==> src/core/rsc_pkg.sv <==
/*
  Shared constants of the reset source controller: register map, field
  positions, reset values, reset source indices and release waits.
  Assumes a 100 MHz system clock and a 32-bit AXI4-Lite register bus.
*/
package rsc_pkg;

  // Clock rate
  localparam int unsigned MCLK_PERIOD_NS = 10;

  // Register byte addresses and bus width
  localparam int unsigned AXI_ADDR_W     = 8;
  localparam logic [7:0]  REG_FIRST      = 8'h00;
  localparam logic [7:0]  REG_SECOND     = 8'h04;
  localparam logic [7:0]  REG_THIRD      = 8'h08;
  localparam logic [7:0]  REG_MON_CTRL   = 8'h0C;
  localparam logic [7:0]  REG_LIVE       = 8'h10;
  localparam logic [1:0]  RESP_OKAY      = 2'h0;
  localparam logic [1:0]  RESP_SLVERR    = 2'h2;

  // Field positions
  localparam int unsigned F1_POWER_ON    = 0;
  localparam int unsigned F1_MON_LO      = 1;
  localparam int unsigned F1_DEEP_STBY   = 4;
  localparam int unsigned F2_INDEP_WDOG  = 0;
  localparam int unsigned F2_WDOG        = 1;
  localparam int unsigned F2_SOFTWARE    = 2;
  localparam int unsigned F2_PERIPH      = 3;
  localparam int unsigned F3_COLD_WARM   = 0;
  localparam int unsigned FC_MODE_LO     = 0;
  localparam int unsigned FC_LEVEL_LO    = 8;

  // Values after power-on reset, and the highest level code
  localparam logic [4:0] FIRST_RST       = 5'h01;
  localparam logic [3:0] SECOND_RST      = 4'h0;
  localparam logic [2:0] MODE_RST        = 3'h0;
  localparam logic [5:0] LEVEL_RST       = 6'h00;
  localparam logic [1:0] LEVEL_MAX       = 2'h2;

  // Reset source indices
  localparam int unsigned NSRC           = 9;
  localparam int unsigned SRC_MON0       = 0;
  localparam int unsigned SRC_DSBY       = 3;
  localparam int unsigned SRC_SW         = 4;
  localparam int unsigned SRC_IWDT       = 5;
  localparam int unsigned SRC_WDT        = 6;
  localparam int unsigned SRC_PIN        = 7;
  localparam int unsigned SRC_PERIPH     = 8;

  // Release waits: least times, rounded up to whole cycles
  localparam int unsigned STAB_TIME_NS   = 1000;
  localparam int unsigned SW_HOLD_NS     = 300;
  localparam int unsigned WDOG_HOLD_NS   = 200;
  localparam int unsigned PIN_HOLD_NS    = 200;
  localparam int unsigned DSBY_WAIT_CLK  = 35;
  localparam int unsigned STAB_CYC =
    (STAB_TIME_NS + MCLK_PERIOD_NS - 1) / MCLK_PERIOD_NS;
  localparam int unsigned SW_HOLD_CYC =
    (SW_HOLD_NS + MCLK_PERIOD_NS - 1) / MCLK_PERIOD_NS;
  localparam int unsigned WDOG_HOLD_CYC =
    (WDOG_HOLD_NS + MCLK_PERIOD_NS - 1) / MCLK_PERIOD_NS;
  localparam int unsigned PIN_HOLD_CYC =
    (PIN_HOLD_NS + MCLK_PERIOD_NS - 1) / MCLK_PERIOD_NS;
  localparam int unsigned DSBY_WAIT_CYC  = DSBY_WAIT_CLK;
  localparam int unsigned SRC_HOLD_CYC [NSRC] = '{
    STAB_CYC, STAB_CYC, STAB_CYC, DSBY_WAIT_CYC, SW_HOLD_CYC,
    WDOG_HOLD_CYC, WDOG_HOLD_CYC, PIN_HOLD_CYC, WDOG_HOLD_CYC};

endpackage : rsc_pkg

==> src/core/rsc_sync.sv <==
/*
  Three-stage synchroniser for asynchronous level inputs.
  Assumes the inputs are slow levels; a change is taken once the second
  and third stages agree.
*/
`timescale 1ns/1ps
module rsc_sync #(
  parameter int unsigned    W       = 1,
  parameter logic [W-1:0]   RST_VAL = '0
) (
  input  wire logic         mclk,
  input  wire logic         reset_n,
  input  wire logic [W-1:0] d,
  output logic      [W-1:0] q
);
  typedef struct packed {
    logic [W-1:0] s1;
    logic [W-1:0] s2;
    logic [W-1:0] s3;
    logic [W-1:0] q;
  } rsc_sync_state_t;

  rsc_sync_state_t st;
  rsc_sync_state_t next_st;

  // Stage one feeds stage two only, never the compare
  always_comb begin
    next_st    = st;
    next_st.s1 = d;
    next_st.s2 = st.s1;
    next_st.s3 = st.s2;
    if (st.s2 == st.s3) begin
      next_st.q = st.s3;
    end
  end

  always_ff @(posedge mclk) begin
    if (!reset_n) begin
      st <= '{RST_VAL, RST_VAL, RST_VAL, RST_VAL};
    end else begin
      st <= next_st;
    end
  end

  assign q = st.q;

endmodule : rsc_sync

==> src/core/rsc_hold.sv <==
/*
  Release-wait stretcher for one reset source.
  busy is high while req is high and for CYCLES-1 cycles after its last
  high cycle, so a one-cycle request gives exactly CYCLES busy cycles.
*/
`timescale 1ns/1ps
module rsc_hold #(
  parameter int unsigned CYCLES = 1
) (
  input  wire logic mclk,
  input  wire logic reset_n,
  input  wire logic req,
  output logic      busy
);
  localparam int unsigned CNT_W = $clog2(CYCLES + 1);
  localparam logic [CNT_W-1:0] LOAD = CNT_W'(CYCLES - 1);

  if (CYCLES < 1) begin : g_bad
    $error("rsc_hold: CYCLES must be at least 1");
  end

  typedef struct packed {
    logic [CNT_W-1:0] cnt;
  } rsc_hold_state_t;

  rsc_hold_state_t st;
  rsc_hold_state_t next_st;

  // Reload while requested, then count down the wait
  always_comb begin
    next_st = st;
    if (req) begin
      next_st.cnt = LOAD;
    end else if (st.cnt != '0) begin
      next_st.cnt = st.cnt - CNT_W'(1);
    end
  end

  always_ff @(posedge mclk) begin
    if (!reset_n) begin
      st <= '0;
    end else begin
      st <= next_st;
    end
  end

  assign busy = req | (st.cnt != '0);

endmodule : rsc_hold

==> src/core/rsc_top.sv <==
/*
  Reset source controller: merges reset sources into one internal reset,
  applies release waits, keeps cause flags and the cold/warm flag, and
  offers them over AXI4-Lite.
  Assumes RESET_N is the power-on reset, source requests other than the
  pin and the comparators come from logic on MCLK.
*/
// Function
// RULE_01: Three supply thresholds, interrupt or reset each
// RULE_02: Each channel picks one of three levels
// RULE_03: Monitor reset held for stabilization after recovery
// RULE_04: Monitoring off until option setting enables it
// RULE_05: Monitor reset sets its channel cause flag
// RULE_06: Standby cancel asserts reset, restarts oscillation
// RULE_07: Standby reset held 34-35 cycles after cancel
// RULE_08: Standby reset sets its cause flag
// RULE_09: Core reset request triggers software reset
// RULE_10: Software reset held for fixed interval
// RULE_11: Peripheral fault resets always enabled
// RULE_12: Cold/warm flag tells power-on from warm
// RULE_13: Only power-on reset clears cold/warm flag
// RULE_14: Writing one sets cold/warm, zero ignored
// RULE_15: Cause flags readable in two status registers
// RULE_16: Power-on sets cause flag, pin reset clears
// RULE_17: Independent watchdog reset sets its flag
// RULE_18: Watchdog reset sets its flag
// RULE_19: Reset pin low forces reset state
// RULE_20: Internal reset held while any source busy
`timescale 1ns/1ps
module rsc_top
  import rsc_pkg::*;
#(
  parameter int unsigned NFAULT = 4
) (
  input  wire logic                  MCLK,
  input  wire logic                  RESET_N,
  input  wire logic                  EXT_RESET_PIN_N,
  input  wire logic [2:0]            MON_BELOW,
  input  wire logic [2:0]            OPTION_FUNCTION_SETTING_ONE,
  input  wire logic                  DEEP_STANDBY_CANCEL,
  input  wire logic                  CORE_SYSTEM_RESET_REQUEST,
  input  wire logic                  IWDT_RESET_REQ,
  input  wire logic                  WDT_RESET_REQ,
  input  wire logic [NFAULT-1:0]     PERIPH_FAULT,
  output logic                       INT_RESET_N,
  output logic                       OSC_RESTART,
  output logic [2:0]                 MON_IRQ,
  output logic [5:0]                 MON_LEVEL_SEL,
  input  wire logic [AXI_ADDR_W-1:0] AWADDR,
  input  wire logic                  AWVALID,
  output logic                       AWREADY,
  input  wire logic [31:0]           WDATA,
  input  wire logic [3:0]            WSTRB,
  input  wire logic                  WVALID,
  output logic                       WREADY,
  output logic [1:0]                 BRESP,
  output logic                       BVALID,
  input  wire logic                  BREADY,
  input  wire logic [AXI_ADDR_W-1:0] ARADDR,
  input  wire logic                  ARVALID,
  output logic                       ARREADY,
  output logic [31:0]                RDATA,
  output logic [1:0]                 RRESP,
  output logic                       RVALID,
  input  wire logic                  RREADY
);
  if (NFAULT < 1) begin : g_bad
    $error("rsc_top: NFAULT must be at least 1");
  end

  typedef struct packed {
    logic [4:0]            first;
    logic [3:0]            second;
    logic                  cold_warm;
    logic [2:0]            mode;
    logic [5:0]            level;
    logic [2:0]            opt_en;
    logic                  cap_done;
    logic                  int_rst_n;
    logic                  osc_restart;
    logic                  aw_got;
    logic [AXI_ADDR_W-1:0] awaddr;
    logic                  w_got;
    logic [31:0]           wdata;
    logic [3:0]            wstrb;
    logic                  bvalid;
    logic [1:0]            bresp;
    logic                  rvalid;
    logic [1:0]            rresp;
    logic [31:0]           rdata;
  } rsc_top_state_t;

  rsc_top_state_t st;
  rsc_top_state_t next_st;
  logic [2:0]      below;
  logic            pin_n;
  logic [2:0]      mon_rst_req;
  logic [NSRC-1:0] src_req;
  logic [NSRC-1:0] src_busy;
  logic            wr_go;
  logic [31:0]     rd_word;
  logic            rd_ok;

  // Pin and comparators are asynchronous to MCLK
  rsc_sync #(
    .W       (4),
    .RST_VAL (4'h1)
  ) u_sync (
    .mclk    (MCLK),
    .reset_n (RESET_N),
    .d       ({MON_BELOW, EXT_RESET_PIN_N}),
    .q       ({below, pin_n})
  );

  // Interrupt or reset per channel, gated by the option setting
  always_comb begin
    for (int i = 0; i < 3; i++) begin
      MON_IRQ[i]     = st.opt_en[i] & below[i] & ~st.mode[i]; // RULE_01
      mon_rst_req[i] = st.opt_en[i] & below[i] & st.mode[i];  // RULE_04
    end
  end

  // Source requests, one per release-wait stretcher
  assign src_req[2:0]      = mon_rst_req;            // RULE_01
  assign src_req[SRC_DSBY] = DEEP_STANDBY_CANCEL;    // RULE_06
  assign src_req[SRC_SW]   = CORE_SYSTEM_RESET_REQUEST; // RULE_09
  assign src_req[SRC_IWDT] = IWDT_RESET_REQ;
  assign src_req[SRC_WDT]  = WDT_RESET_REQ;
  assign src_req[SRC_PIN]  = ~pin_n;                 // RULE_19
  assign src_req[SRC_PERIPH] = |PERIPH_FAULT;        // RULE_11

  // Each source keeps reset asserted for its own release wait
  for (genvar g = 0; g < NSRC; g++) begin : g_hold
    rsc_hold #(
      .CYCLES  (SRC_HOLD_CYC[g])            // RULE_03 RULE_07 RULE_10
    ) u_hold (
      .mclk    (MCLK),
      .reset_n (RESET_N),
      .req     (src_req[g]),
      .busy    (src_busy[g])
    );
  end

  // Register read mux
  always_comb begin
    rd_word = 32'h0000_0000;
    rd_ok   = 1'b1;
    case (ARADDR)
      REG_FIRST:    rd_word[4:0] = st.first;      // RULE_15
      REG_SECOND:   rd_word[3:0] = st.second;     // RULE_15
      REG_THIRD:    rd_word[F3_COLD_WARM] = st.cold_warm; // RULE_12
      REG_MON_CTRL: begin
        rd_word[FC_MODE_LO +: 3]  = st.mode;
        rd_word[FC_LEVEL_LO +: 6] = st.level;
      end
      REG_LIVE:     rd_word[7:0] = {st.osc_restart, below,
                                    st.opt_en, ~st.int_rst_n};
      default:      rd_ok = 1'b0;
    endcase
  end

  assign wr_go = st.aw_got & st.w_got & ~st.bvalid;

  // Next-state logic: bus, flags, control
  always_comb begin
    next_st = st;

    // Option setting is caught once, after power-on release
    if (!st.cap_done) begin
      next_st.opt_en   = OPTION_FUNCTION_SETTING_ONE; // RULE_04
      next_st.cap_done = 1'b1;
    end

    // Write channels are taken independently, in either order
    if (AWVALID && AWREADY) begin
      next_st.aw_got = 1'b1;
      next_st.awaddr = AWADDR;
    end
    if (WVALID && WREADY) begin
      next_st.w_got = 1'b1;
      next_st.wdata = WDATA;
      next_st.wstrb = WSTRB;
    end
    if (st.bvalid && BREADY) begin
      next_st.bvalid = 1'b0;
    end

    // Commit a write once address and data are both held
    if (wr_go) begin
      next_st.aw_got = 1'b0;
      next_st.w_got  = 1'b0;
      next_st.bvalid = 1'b1;
      next_st.bresp  = RESP_OKAY;
      case (st.awaddr)
        REG_FIRST: begin
          // Write one to clear a cause flag
          if (st.wstrb[0]) begin
            next_st.first = st.first & ~st.wdata[4:0];
          end
        end
        REG_SECOND: begin
          if (st.wstrb[0]) begin
            next_st.second = st.second & ~st.wdata[3:0];
          end
        end
        REG_THIRD: begin
          if (st.wstrb[0] && st.wdata[F3_COLD_WARM]) begin
            next_st.cold_warm = 1'b1;                 // RULE_14
          end
        end
        REG_MON_CTRL: begin
          if (st.wstrb[0]) begin
            next_st.mode = st.wdata[FC_MODE_LO +: 3];
          end
          // A reserved level code leaves that channel as it was
          for (int i = 0; i < 3; i++) begin
            if (st.wstrb[1] &&
                st.wdata[FC_LEVEL_LO + 2*i +: 2] <= LEVEL_MAX) begin
              next_st.level[2*i +: 2] =
                st.wdata[FC_LEVEL_LO + 2*i +: 2];     // RULE_02
            end
          end
        end
        REG_LIVE: begin
          next_st.bresp = RESP_OKAY;
        end
        default: next_st.bresp = RESP_SLVERR;
      endcase
    end

    // Reads: one outstanding, answered the cycle after address
    if (st.rvalid && RREADY) begin
      next_st.rvalid = 1'b0;
    end
    if (ARVALID && ARREADY) begin
      next_st.rvalid = 1'b1;
      next_st.rdata  = rd_word;
      next_st.rresp  = rd_ok ? RESP_OKAY : RESP_SLVERR;
    end

    // Hardware sets come after software clears, so a set wins
    for (int i = 0; i < 3; i++) begin
      if (mon_rst_req[i]) begin
        next_st.first[F1_MON_LO + i] = 1'b1;          // RULE_05
      end
    end
    if (DEEP_STANDBY_CANCEL) begin
      next_st.first[F1_DEEP_STBY] = 1'b1;             // RULE_08
    end
    if (CORE_SYSTEM_RESET_REQUEST) begin
      next_st.second[F2_SOFTWARE] = 1'b1;
    end
    if (IWDT_RESET_REQ) begin
      next_st.second[F2_INDEP_WDOG] = 1'b1;           // RULE_17
    end
    if (WDT_RESET_REQ) begin
      next_st.second[F2_WDOG] = 1'b1;                 // RULE_18
    end
    if (|PERIPH_FAULT) begin
      next_st.second[F2_PERIPH] = 1'b1;
    end
    if (!pin_n) begin
      next_st.first[F1_POWER_ON] = 1'b0;              // RULE_16
    end

    // Oscillator restart pulse on standby cancel
    next_st.osc_restart = DEEP_STANDBY_CANCEL;        // RULE_06

    // Merged internal reset
    next_st.int_rst_n = ~(|src_busy);                 // RULE_20
  end

  // Power-on reset is the only reset of this state; INT_RESET_N does not clear it
  always_ff @(posedge MCLK) begin
    if (!RESET_N) begin
      st           <= '0;
      st.first     <= FIRST_RST;                      // RULE_16
      st.second    <= SECOND_RST;
      st.cold_warm <= 1'b0;                           // RULE_13
      st.mode      <= MODE_RST;
      st.level     <= LEVEL_RST;
    end else begin
      st <= next_st;
    end
  end

  // Outputs
  assign INT_RESET_N   = st.int_rst_n;
  assign OSC_RESTART   = st.osc_restart;
  assign MON_LEVEL_SEL = st.level;
  assign AWREADY       = ~st.aw_got & ~st.bvalid;
  assign WREADY        = ~st.w_got & ~st.bvalid;
  assign BVALID        = st.bvalid;
  assign BRESP         = st.bresp;
  assign ARREADY       = ~st.rvalid;
  assign RVALID        = st.rvalid;
  assign RDATA         = st.rdata;
  assign RRESP         = st.rresp;

  // Interrupt mode never raises a monitor reset
  property p_mon_irq_only;
    @(posedge MCLK) disable iff (!RESET_N)
    MON_IRQ[1] && !st.first[F1_MON_LO + 1] |=>
      !st.first[F1_MON_LO + 1];
  endproperty
  a_mon_irq_only: assert property (p_mon_irq_only) // RULE_01
    else $error("monitor interrupt also raised a reset");

  // Monitor reset sets its flag and holds the internal reset
  property p_mon_flag;
    @(posedge MCLK) disable iff (!RESET_N)
    mon_rst_req[0] |=> st.first[F1_MON_LO] && !INT_RESET_N;
  endproperty
  a_mon_flag: assert property (p_mon_flag) // RULE_05
    else $error("monitor reset did not set flag or reset");

  // Monitoring stays quiet while the option setting disables it
  property p_mon_off;
    @(posedge MCLK) disable iff (!RESET_N)
    (st.cap_done && !st.opt_en[2]) |-> !MON_IRQ[2] && !src_req[2];
  endproperty
  a_mon_off: assert property (p_mon_off) // RULE_04
    else $error("disabled monitor channel became active");

  // Stabilization wait still running after recovery
  property p_mon_stab;
    @(posedge MCLK) disable iff (!RESET_N)
    $fell(mon_rst_req[0]) |-> src_busy[SRC_MON0] [*8];
  endproperty
  a_mon_stab: assert property (p_mon_stab) // RULE_03
    else $error("monitor reset released without stabilization");

  // Standby cancel holds reset through the full wait
  property p_dsby_wait;
    @(posedge MCLK) disable iff (!RESET_N)
    DEEP_STANDBY_CANCEL |-> ##34 src_busy[SRC_DSBY] ##1 !INT_RESET_N;
  endproperty
  a_dsby_wait: assert property (p_dsby_wait) // RULE_07
    else $error("standby reset released before wait elapsed");

  // Standby cancel sets flag and pulses oscillator restart
  property p_dsby_flag;
    @(posedge MCLK) disable iff (!RESET_N)
    DEEP_STANDBY_CANCEL |=> st.first[F1_DEEP_STBY] && OSC_RESTART;
  endproperty
  a_dsby_flag: assert property (p_dsby_flag) // RULE_08
    else $error("standby cancel missed flag or restart");

  // Core request gives a software reset held at least nine cycles
  property p_sw_reset;
    @(posedge MCLK) disable iff (!RESET_N)
    CORE_SYSTEM_RESET_REQUEST |=> st.second[F2_SOFTWARE] &&
      !INT_RESET_N ##1 !INT_RESET_N [*8];
  endproperty
  a_sw_reset: assert property (p_sw_reset) // RULE_10
    else $error("software reset not generated or held");

  // Cold/warm flag never falls after power-on
  property p_cold_warm_keep;
    @(posedge MCLK) disable iff (!RESET_N)
    st.cold_warm |=> st.cold_warm;
  endproperty
  a_cold_warm_keep: assert property (p_cold_warm_keep) // RULE_13
    else $error("cold/warm flag cleared without power-on");

  // Writing one to the cold/warm bit sets it
  property p_cold_warm_set;
    @(posedge MCLK) disable iff (!RESET_N)
    (wr_go && st.awaddr == REG_THIRD && st.wstrb[0] && st.wdata[0])
      |=> st.cold_warm;
  endproperty
  a_cold_warm_set: assert property (p_cold_warm_set) // RULE_14
    else $error("cold/warm write of one did not set flag");

  // Pin reset clears the power-on cause and resets the device
  property p_pin_reset;
    @(posedge MCLK) disable iff (!RESET_N)
    !pin_n |=> !st.first[F1_POWER_ON] && !INT_RESET_N;
  endproperty
  a_pin_reset: assert property (p_pin_reset) // RULE_16
    else $error("pin reset kept power-on flag or no reset");

  // Any busy source holds the merged reset one cycle later
  property p_merge;
    @(posedge MCLK) disable iff (!RESET_N)
    (|src_busy) |=> !INT_RESET_N;
  endproperty
  a_merge: assert property (p_merge) // RULE_20
    else $error("internal reset released while a source is busy");

endmodule : rsc_top

==> config.mk <==
export PLATFORM = sky130hd
export DESIGN_NAME = rsc_top
export DESIGN_NICKNAME = d
export VERILOG_FILES = /design/src/core/rsc_pkg.sv /design/src/core/rsc_sync.sv /design/src/core/rsc_hold.sv /design/src/core/rsc_top.sv
export SDC_FILE = /design/constraint.sdc
export NUM_CORES = 1
export LEC_CHECK = 0
export BUFFER_PORTS_ARGS = -buffer_cell sky130_fd_sc_hd__buf_2
export CAP_MARGIN = 25
export CELL_PAD_IN_SITES_DETAIL_PLACEMENT = 1
export CELL_PAD_IN_SITES_GLOBAL_PLACEMENT = 2
export CORE_ASPECT_RATIO = 0.7
export CORE_MARGIN = 2
export CORE_UTILIZATION = 36
export CTS_BUF_LIST = sky130_fd_sc_hd__clkbuf_4 sky130_fd_sc_hd__clkbuf_8 sky130_fd_sc_hd__clkbuf_16
export CTS_CLUSTER_DIAMETER = 60
export DETAILED_ROUTE_END_ITERATION = 16
export PLACE_DENSITY = 0.89
export SLEW_MARGIN = 0
export SYNTH_ARGS = -nofsm -noshare
export SYNTH_HDL_FRONTEND = slang
export SYNTH_HIERARCHICAL = 1
export SYNTH_SLANG_ARGS = --single-unit
==> constraint.sdc <==
create_clock -name MCLK -period 3.01 [get_ports MCLK]
set_input_delay 0.4515 -clock MCLK [delete_from_list [all_inputs] [get_ports MCLK]]
set_output_delay 0.4515 -clock MCLK [all_outputs]
set_load 0.02 [all_outputs]
After elaboration in Yosys (flattened, before gate mapping)
Cells that the tools add are included.
{"block": "op_classes", "n_reduce_logical": 82, "n_eq_ne": 13, "order_cmp": 3, "bitwise_logic": 37, "addsub": 9, "muxes": 52}
{"op": "2-bit nonzero test", "count": 34}
{"op": "5-bit 2-to-1 mux", "count": 12}
{"op": "7-bit 2-to-1 mux", "count": 6}
{"op": "3-bit AND reduction", "count": 14}
{"op": "35-bit 2-to-1 mux", "count": 1}
{"op": "8-bit by 4-bit equality test with 1-bit output, second input constant", "count": 4}
{"op": "5-bit nonzero test", "count": 5}
{"op": "5-bit by 1-bit subtractor with 5-bit output, second input constant", "count": 5}
{"op": "7-bit nonzero test", "count": 3}
{"op": "7-bit by 1-bit subtractor with 7-bit output, second input constant", "count": 3}
{"op": "19-bit 2-to-1 mux", "count": 1}
{"op": "6-bit 2-to-1 mux", "count": 3}
{"op": "8-bit by 3-bit equality test with 1-bit output, second input constant", "count": 2}
{"op": "8-bit by 5-bit equality test with 1-bit output, second input constant", "count": 2}
{"op": "8-bit zero test", "count": 2}
{"op": "2-bit OR reduction", "count": 8}
{"op": "5-bit OR reduction", "count": 3}
{"op": "1-bit 2-to-1 mux", "count": 14}
{"op": "1-bit bitwise AND", "count": 13}
{"op": "1-bit NOT", "count": 11}
{"op": "2-bit 2-to-1 mux", "count": 5}
{"op": "1-bit logical AND", "count": 9}
{"op": "3-bit 2-to-1 mux", "count": 3}
{"op": "9-bit 2-to-1 mux", "count": 1}
{"op": "19 further kinds", "count": 32}
{"block": "totals", "word_cells": 246, "in_bits": 74, "reg_bits": 139, "out_inout_bits": 52}

Logic depth before layout (Yosys ltp)
{"block": "logic_depth", "ltp_word": 6, "ltp_mapped": 6, "depth_no_buf": 6}

Modules after synthesis
The synthesis kept the hierarchy.
{"module": "rsc_top", "cells_each": 352, "area_each_um2": 3103.0, "instances": 1}
{"module": "rsc_hold (g_hold[0].u_hold ...)", "cells_each": 44, "area_each_um2": 396.6, "instances": 3}
{"module": "rsc_hold (g_hold[5].u_hold ...)", "cells_each": 23, "area_each_um2": 230.2, "instances": 4}
{"module": "rsc_sync", "cells_each": 51, "area_each_um2": 564.3, "instances": 1}
{"module": "rsc_hold (g_hold[3].u_hold)", "cells_each": 38, "area_each_um2": 327.8, "instances": 1}
{"module": "rsc_hold (g_hold[4].u_hold)", "cells_each": 26, "area_each_um2": 252.7, "instances": 1}

Worst setup path after synthesis
OpenSTA, ideal clock, no wires.
{"block": "synth_path", "kind": "reg-to-reg", "start": "register g_hold[1].u_hold/st[0] (netlist name)", "end": "register st, in the netlist INT_RESET_N", "t_arrival_ps": 1768, "n_path_buf": 0, "setup_time_ps": 61, "required_time_ps": 2949, "path_slack_ps": 1181, "path_stages_with_launch": 7, "path_cell_list": "dfxtp_1 inv_1 ha_1 or4b_4 or3_1 nor4_1 and4b_1"}
{"block": "synth_between", "elab_chain_len": 4}
{"element": "start, declared", "line": "rsc_hold.sv:26", "source": "rsc_hold_state_t st;"}
{"element": "start signal, assigned", "line": "rsc_hold.sv:43", "source": "st <= next_st;"}
{"element": "7-bit nonzero test", "line": "rsc_hold.sv:47", "source": "assign busy = req | (st.cnt != '0);"}
{"element": "1-bit OR", "line": "rsc_hold.sv:47"}
{"element": "via src_busy[1]", "line": "rsc_top.sv:99", "source": "logic [NSRC-1:0] src_busy;"}
{"element": "9-bit OR reduction", "line": "rsc_top.sv:270", "source": "next_st.int_rst_n = ~(|src_busy);"}
{"element": "1-bit NOT", "line": "rsc_top.sv:270"}
{"element": "end signal, assigned", "line": "rsc_top.sv:283", "source": "st <= next_st;"}
{"element": "end, declared", "line": "rsc_top.sv:93", "source": "rsc_top_state_t st;"}
The timed path passes the listed nets, and every way through them passes these cells.
A chain may end at the register's enable or synchronous reset.

Worst setup path in the final report
{"block": "layout_path", "start": "register g_hold[5].u_hold/st[0] (netlist name)", "end": "register st, in the netlist INT_RESET_N"}
{"block": "layout_between", "elab_chain_len": 4}
{"element": "start, declared", "line": "rsc_hold.sv:26"}
{"element": "start signal, assigned", "line": "rsc_hold.sv:43"}
{"element": "5-bit nonzero test", "line": "rsc_hold.sv:47"}
{"element": "1-bit OR", "line": "rsc_hold.sv:47"}
{"element": "via src_busy[5]", "line": "rsc_top.sv:99"}
{"element": "9-bit OR reduction", "line": "rsc_top.sv:270"}
{"element": "1-bit NOT", "line": "rsc_top.sv:270"}
The timed path passes the listed nets, and every way through them passes these cells.

==> reports/metrics.yaml <==
sta:
  worstMarginPinSlew_ns: 0.995
  skew_ns: 0.00638
  setup_viol: 0
  fin_crit_sh: 0.734
  relSlewSlack: 0.327
  finalHoldViolations: 0
  fmax_ghz: 0.452
  layout_min_cycle_time_ns: 2.21
  drv_slew: 0
  rsz0062_at_grt: "no"
  fin_setup_tns_ns: 0
clock_tree:
  clock_path_buffers: 2
  cts_buffers: 17
  root_buffer: "clkbuf_16"
  postCtsHoldBufs: 0
  clk_pin_slew_ns: 0.06
  ctsResizeCount: 0
  post_cts_buffers: 0
  cts_num_sinks: 134
  clock_latency_ns: 0.43
  cts_tree: "done"
  htreeDepth: 4
floorplanning:
  start_util: 0.369
  die_x_um: 163
  fp-row-count: 40
  dieHeight_um: 115
  core_area_sq_um: 17200
  num_io_pins: 126
  design.die.area_sq_um: 18800
worst_setup_path:
  crit_fanout: 4
  rrSetupSlack_ns: 0.80
  critical_path_class: "flop to flop"
  critPathTopFamily: "simple AND/OR/NAND/NOR gates"
  cp.required_ns: 3.38
  start_kind: "flop"
  crit_slowest_cell: "or4b_4"
  critPathMaxStageDelay_ns: 0.52
  critPathBufInv: 1
  arrival_ns: 2.58
  path_cells: "inv_1, ha_1, or4b_4, or2_2, nor4_1, and4b_1"
  endpoint_kind: "flop"
placement:
  place.gp.congestion: 0.781
  dp.cells: 957
  hpwl_um: 12100
  port_buffers: 82
routing:
  antenna_left: 0
  first_iter_violations: 295
  vias_per_cell: 5.07
  vias: 5017
  drtPass1Iterations: 5
  drc_errors: 0
  avgRoutedWirePerCell_um: 16.5
  wirelength_um: 16300
synth:
  syn_area_sq_um: 6360
  synth_top_area_cell: "dfxtp_1"
  yosysTopAreaCellShare: 0.422
  synthFlopType: "dfxtp_1"
  synth_area_leaders: "dfxtp_1 42%, buf_4 5.4%, nand2_1 4.8%"
  async_reset_ff_frac: 0
  syn_area_per_cell_sq_um: 9.20
  ys_seq_area_frac: 0.422
  yosys_warnings: 6
  synth_edf_count: 0
  ys_ff_latch: 134
  post_synth_inst_count: 691
  ys_types: 60
final_layout:
  mostFrequentLayoutCells: "134 x dfxtp_1, 81 x nand2_1, 81 x buf_2"
  antenna_cells: 0
  final_common_cell: "dfxtp_1"
  stdcell_count: 989
  nets: 832
  syn2layout_area_growth_pct: 14.8
  fill_cells: 1985
  drive_above_1_share: 0.203
status:
  status: "finished, final reports clean"
global_routing:
  grt_max_degree: 75
  antenna_found_initial: 0
  grt_use_total: 0.180
  grt_pass1_wl_um: 26300
  grt-ovfl-total: 0
  grt_pass1_vias: 5284
pwr:
  p_int_mw: 3.88
  p_clk_frac: 0.354
  pwr_density_cell_nw_per_um2: 786
  vdd_ir_drop_max_mv: 0.409
  power.static_leakage_nw: 3.05
  power_frac_seq: 0.389
  p_switching_mw: 1.86
  p_sw_frac: 0.325
  pwr-share-comb: 0.257
flow_run:
  maxCapViolCount: 0
min_path:
  hp-class: "input port to flop"
==> worst register-to-register path, stage by stage, from the launching register on <==
cell and delay, ns:
dfxtp_1 0.31, inv_1 0.10, ha_1 0.21, or4b_4 0.52, or2_2 0.30, nor4_1 0.47
and4b_1 0.25
==> state kept, by name (all words and copies together), names as in the netlist <==
name / cells
BVALID: 1
u_sync/q: 4
INT_RESET_N: 1
g_hold.u_hold/st: 52
u_sync/st: 4
OSC_RESTART: 1
RDATA: 14
BRESP: 1
u_sync/next_st: 8
RVALID: 1
st: 40
MON_LEVEL_SEL: 6
RRESP: 1
==> path summary, 6_finish.rpt <==
check	startpoint	endpoint	cells after the start
hold / removal	EXT_RESET_PIN_N	u_sync/next_st[8]	2
setup / recovery	g_hold[5].u_hold/st[0]	INT_RESET_N	6
setup reg to reg	g_hold[5].u_hold/st[0]	INT_RESET_N	6
hold reg to reg	u_sync/next_st[8]	u_sync/next_st[4]	1
==> routing by layer <==
metal,vias up,global-route usage,part of all wire
met3,17,0.0364,0.031
li1,2472,-,-
met4,0,0.0678,0.014
met2,75,0.306,0.48
met5,-,0,0
met1,2453,0.227,0.47
==> synthesized netlist by cell type (3+ instances only) <==
master	count
and4_1	3
mux2i_1	23
xor2_1	4
dfxtp_1	134
o21ai_0	19
a211oi_1	3
o311a_1	5
nand3b_1	6
a21boi_0	30
and2_1	11
nand2_1	81
a32oi_1	9
or3b_2	3
or3_1	14
nor3_1	12
or4_1	7
or4b_4	7
o221a_2	7
a21oi_1	16
nor4b_1	8
nor4_4	4
xnor2_1	18
buf_4	46
clkbuf_1	19
nor2_1	42
nand2b_1	13
or2_2	7
o21a_1	17
ha_1	13
nand4_1	3
nor4_1	8
inv_1	29
nor2b_1	21
a211o_1	3
a31oi_1	5
and3_1	6
o31a_1	5
==> cells by family (layout without fill, tap and decap cells) <==
group / after synthesis / after routing / share of synthesized area
buffers and inverters: 97 / 145 / 0.0848
adders and majority gates: 13 / 13 / 0.0256
DFF: 134 / 134 / 0.422
other: 1 / 20 / 0.000590
xor gates and xnor gates: 22 / 22 / 0.0303
AOI/OAI and AO/OA: 129 / 129 / 0.148
muxes: 25 / 25 / 0.0397
and+or+nand+nor: 270 / 270 / 0.249
==> cell type report <==
class                           instances  area, sq um  area share
Timing Repair Buffer                   84          440      0.0603
Inverter                               29          109      0.0149
Multi-Input combinational cell        479         3210       0.439
Clock buffer                           18          433      0.0593
Tap cell                              231          289      0.0396
Sequential cell                       134         2680       0.367
Clock inverter                         14          140      0.0192
==> stage by stage <==
step	utilization	setup WS, ns	power (mW)	hold slack [ns]	instance area, sq um
2_1_floorplan	-	1.18	3.36	0.386	6430
3_3_place_gp	0.391	0.945	3.58	0.394	6730
3_5_place_dp	0.391	0.884	3.73	0.421	6730
4_1_cts	0.424	0.790	5.78	0.210	7300
5_1_grt	0.424	0.705	6.07	0.219	7300
6_report	0.424	0.799	5.74	0.223	7300
==> power by group through the flow <==
| stage | Clock, mW | Sequential [mW] | Combinational [mW] |
|---|---|---|---|
| floorplan | 0 | 2.20 | 1.16 |
| global placement | 0 | 2.23 | 1.35 |
| detailed placement | 0 | 2.26 | 1.47 |
| CTS | 2.07 | 2.23 | 1.49 |
| global route | 2.15 | 2.27 | 1.65 |
| finish | 2.03 | 2.23 | 1.48 |
Note: power is estimated with default switching activity, not from simulation.
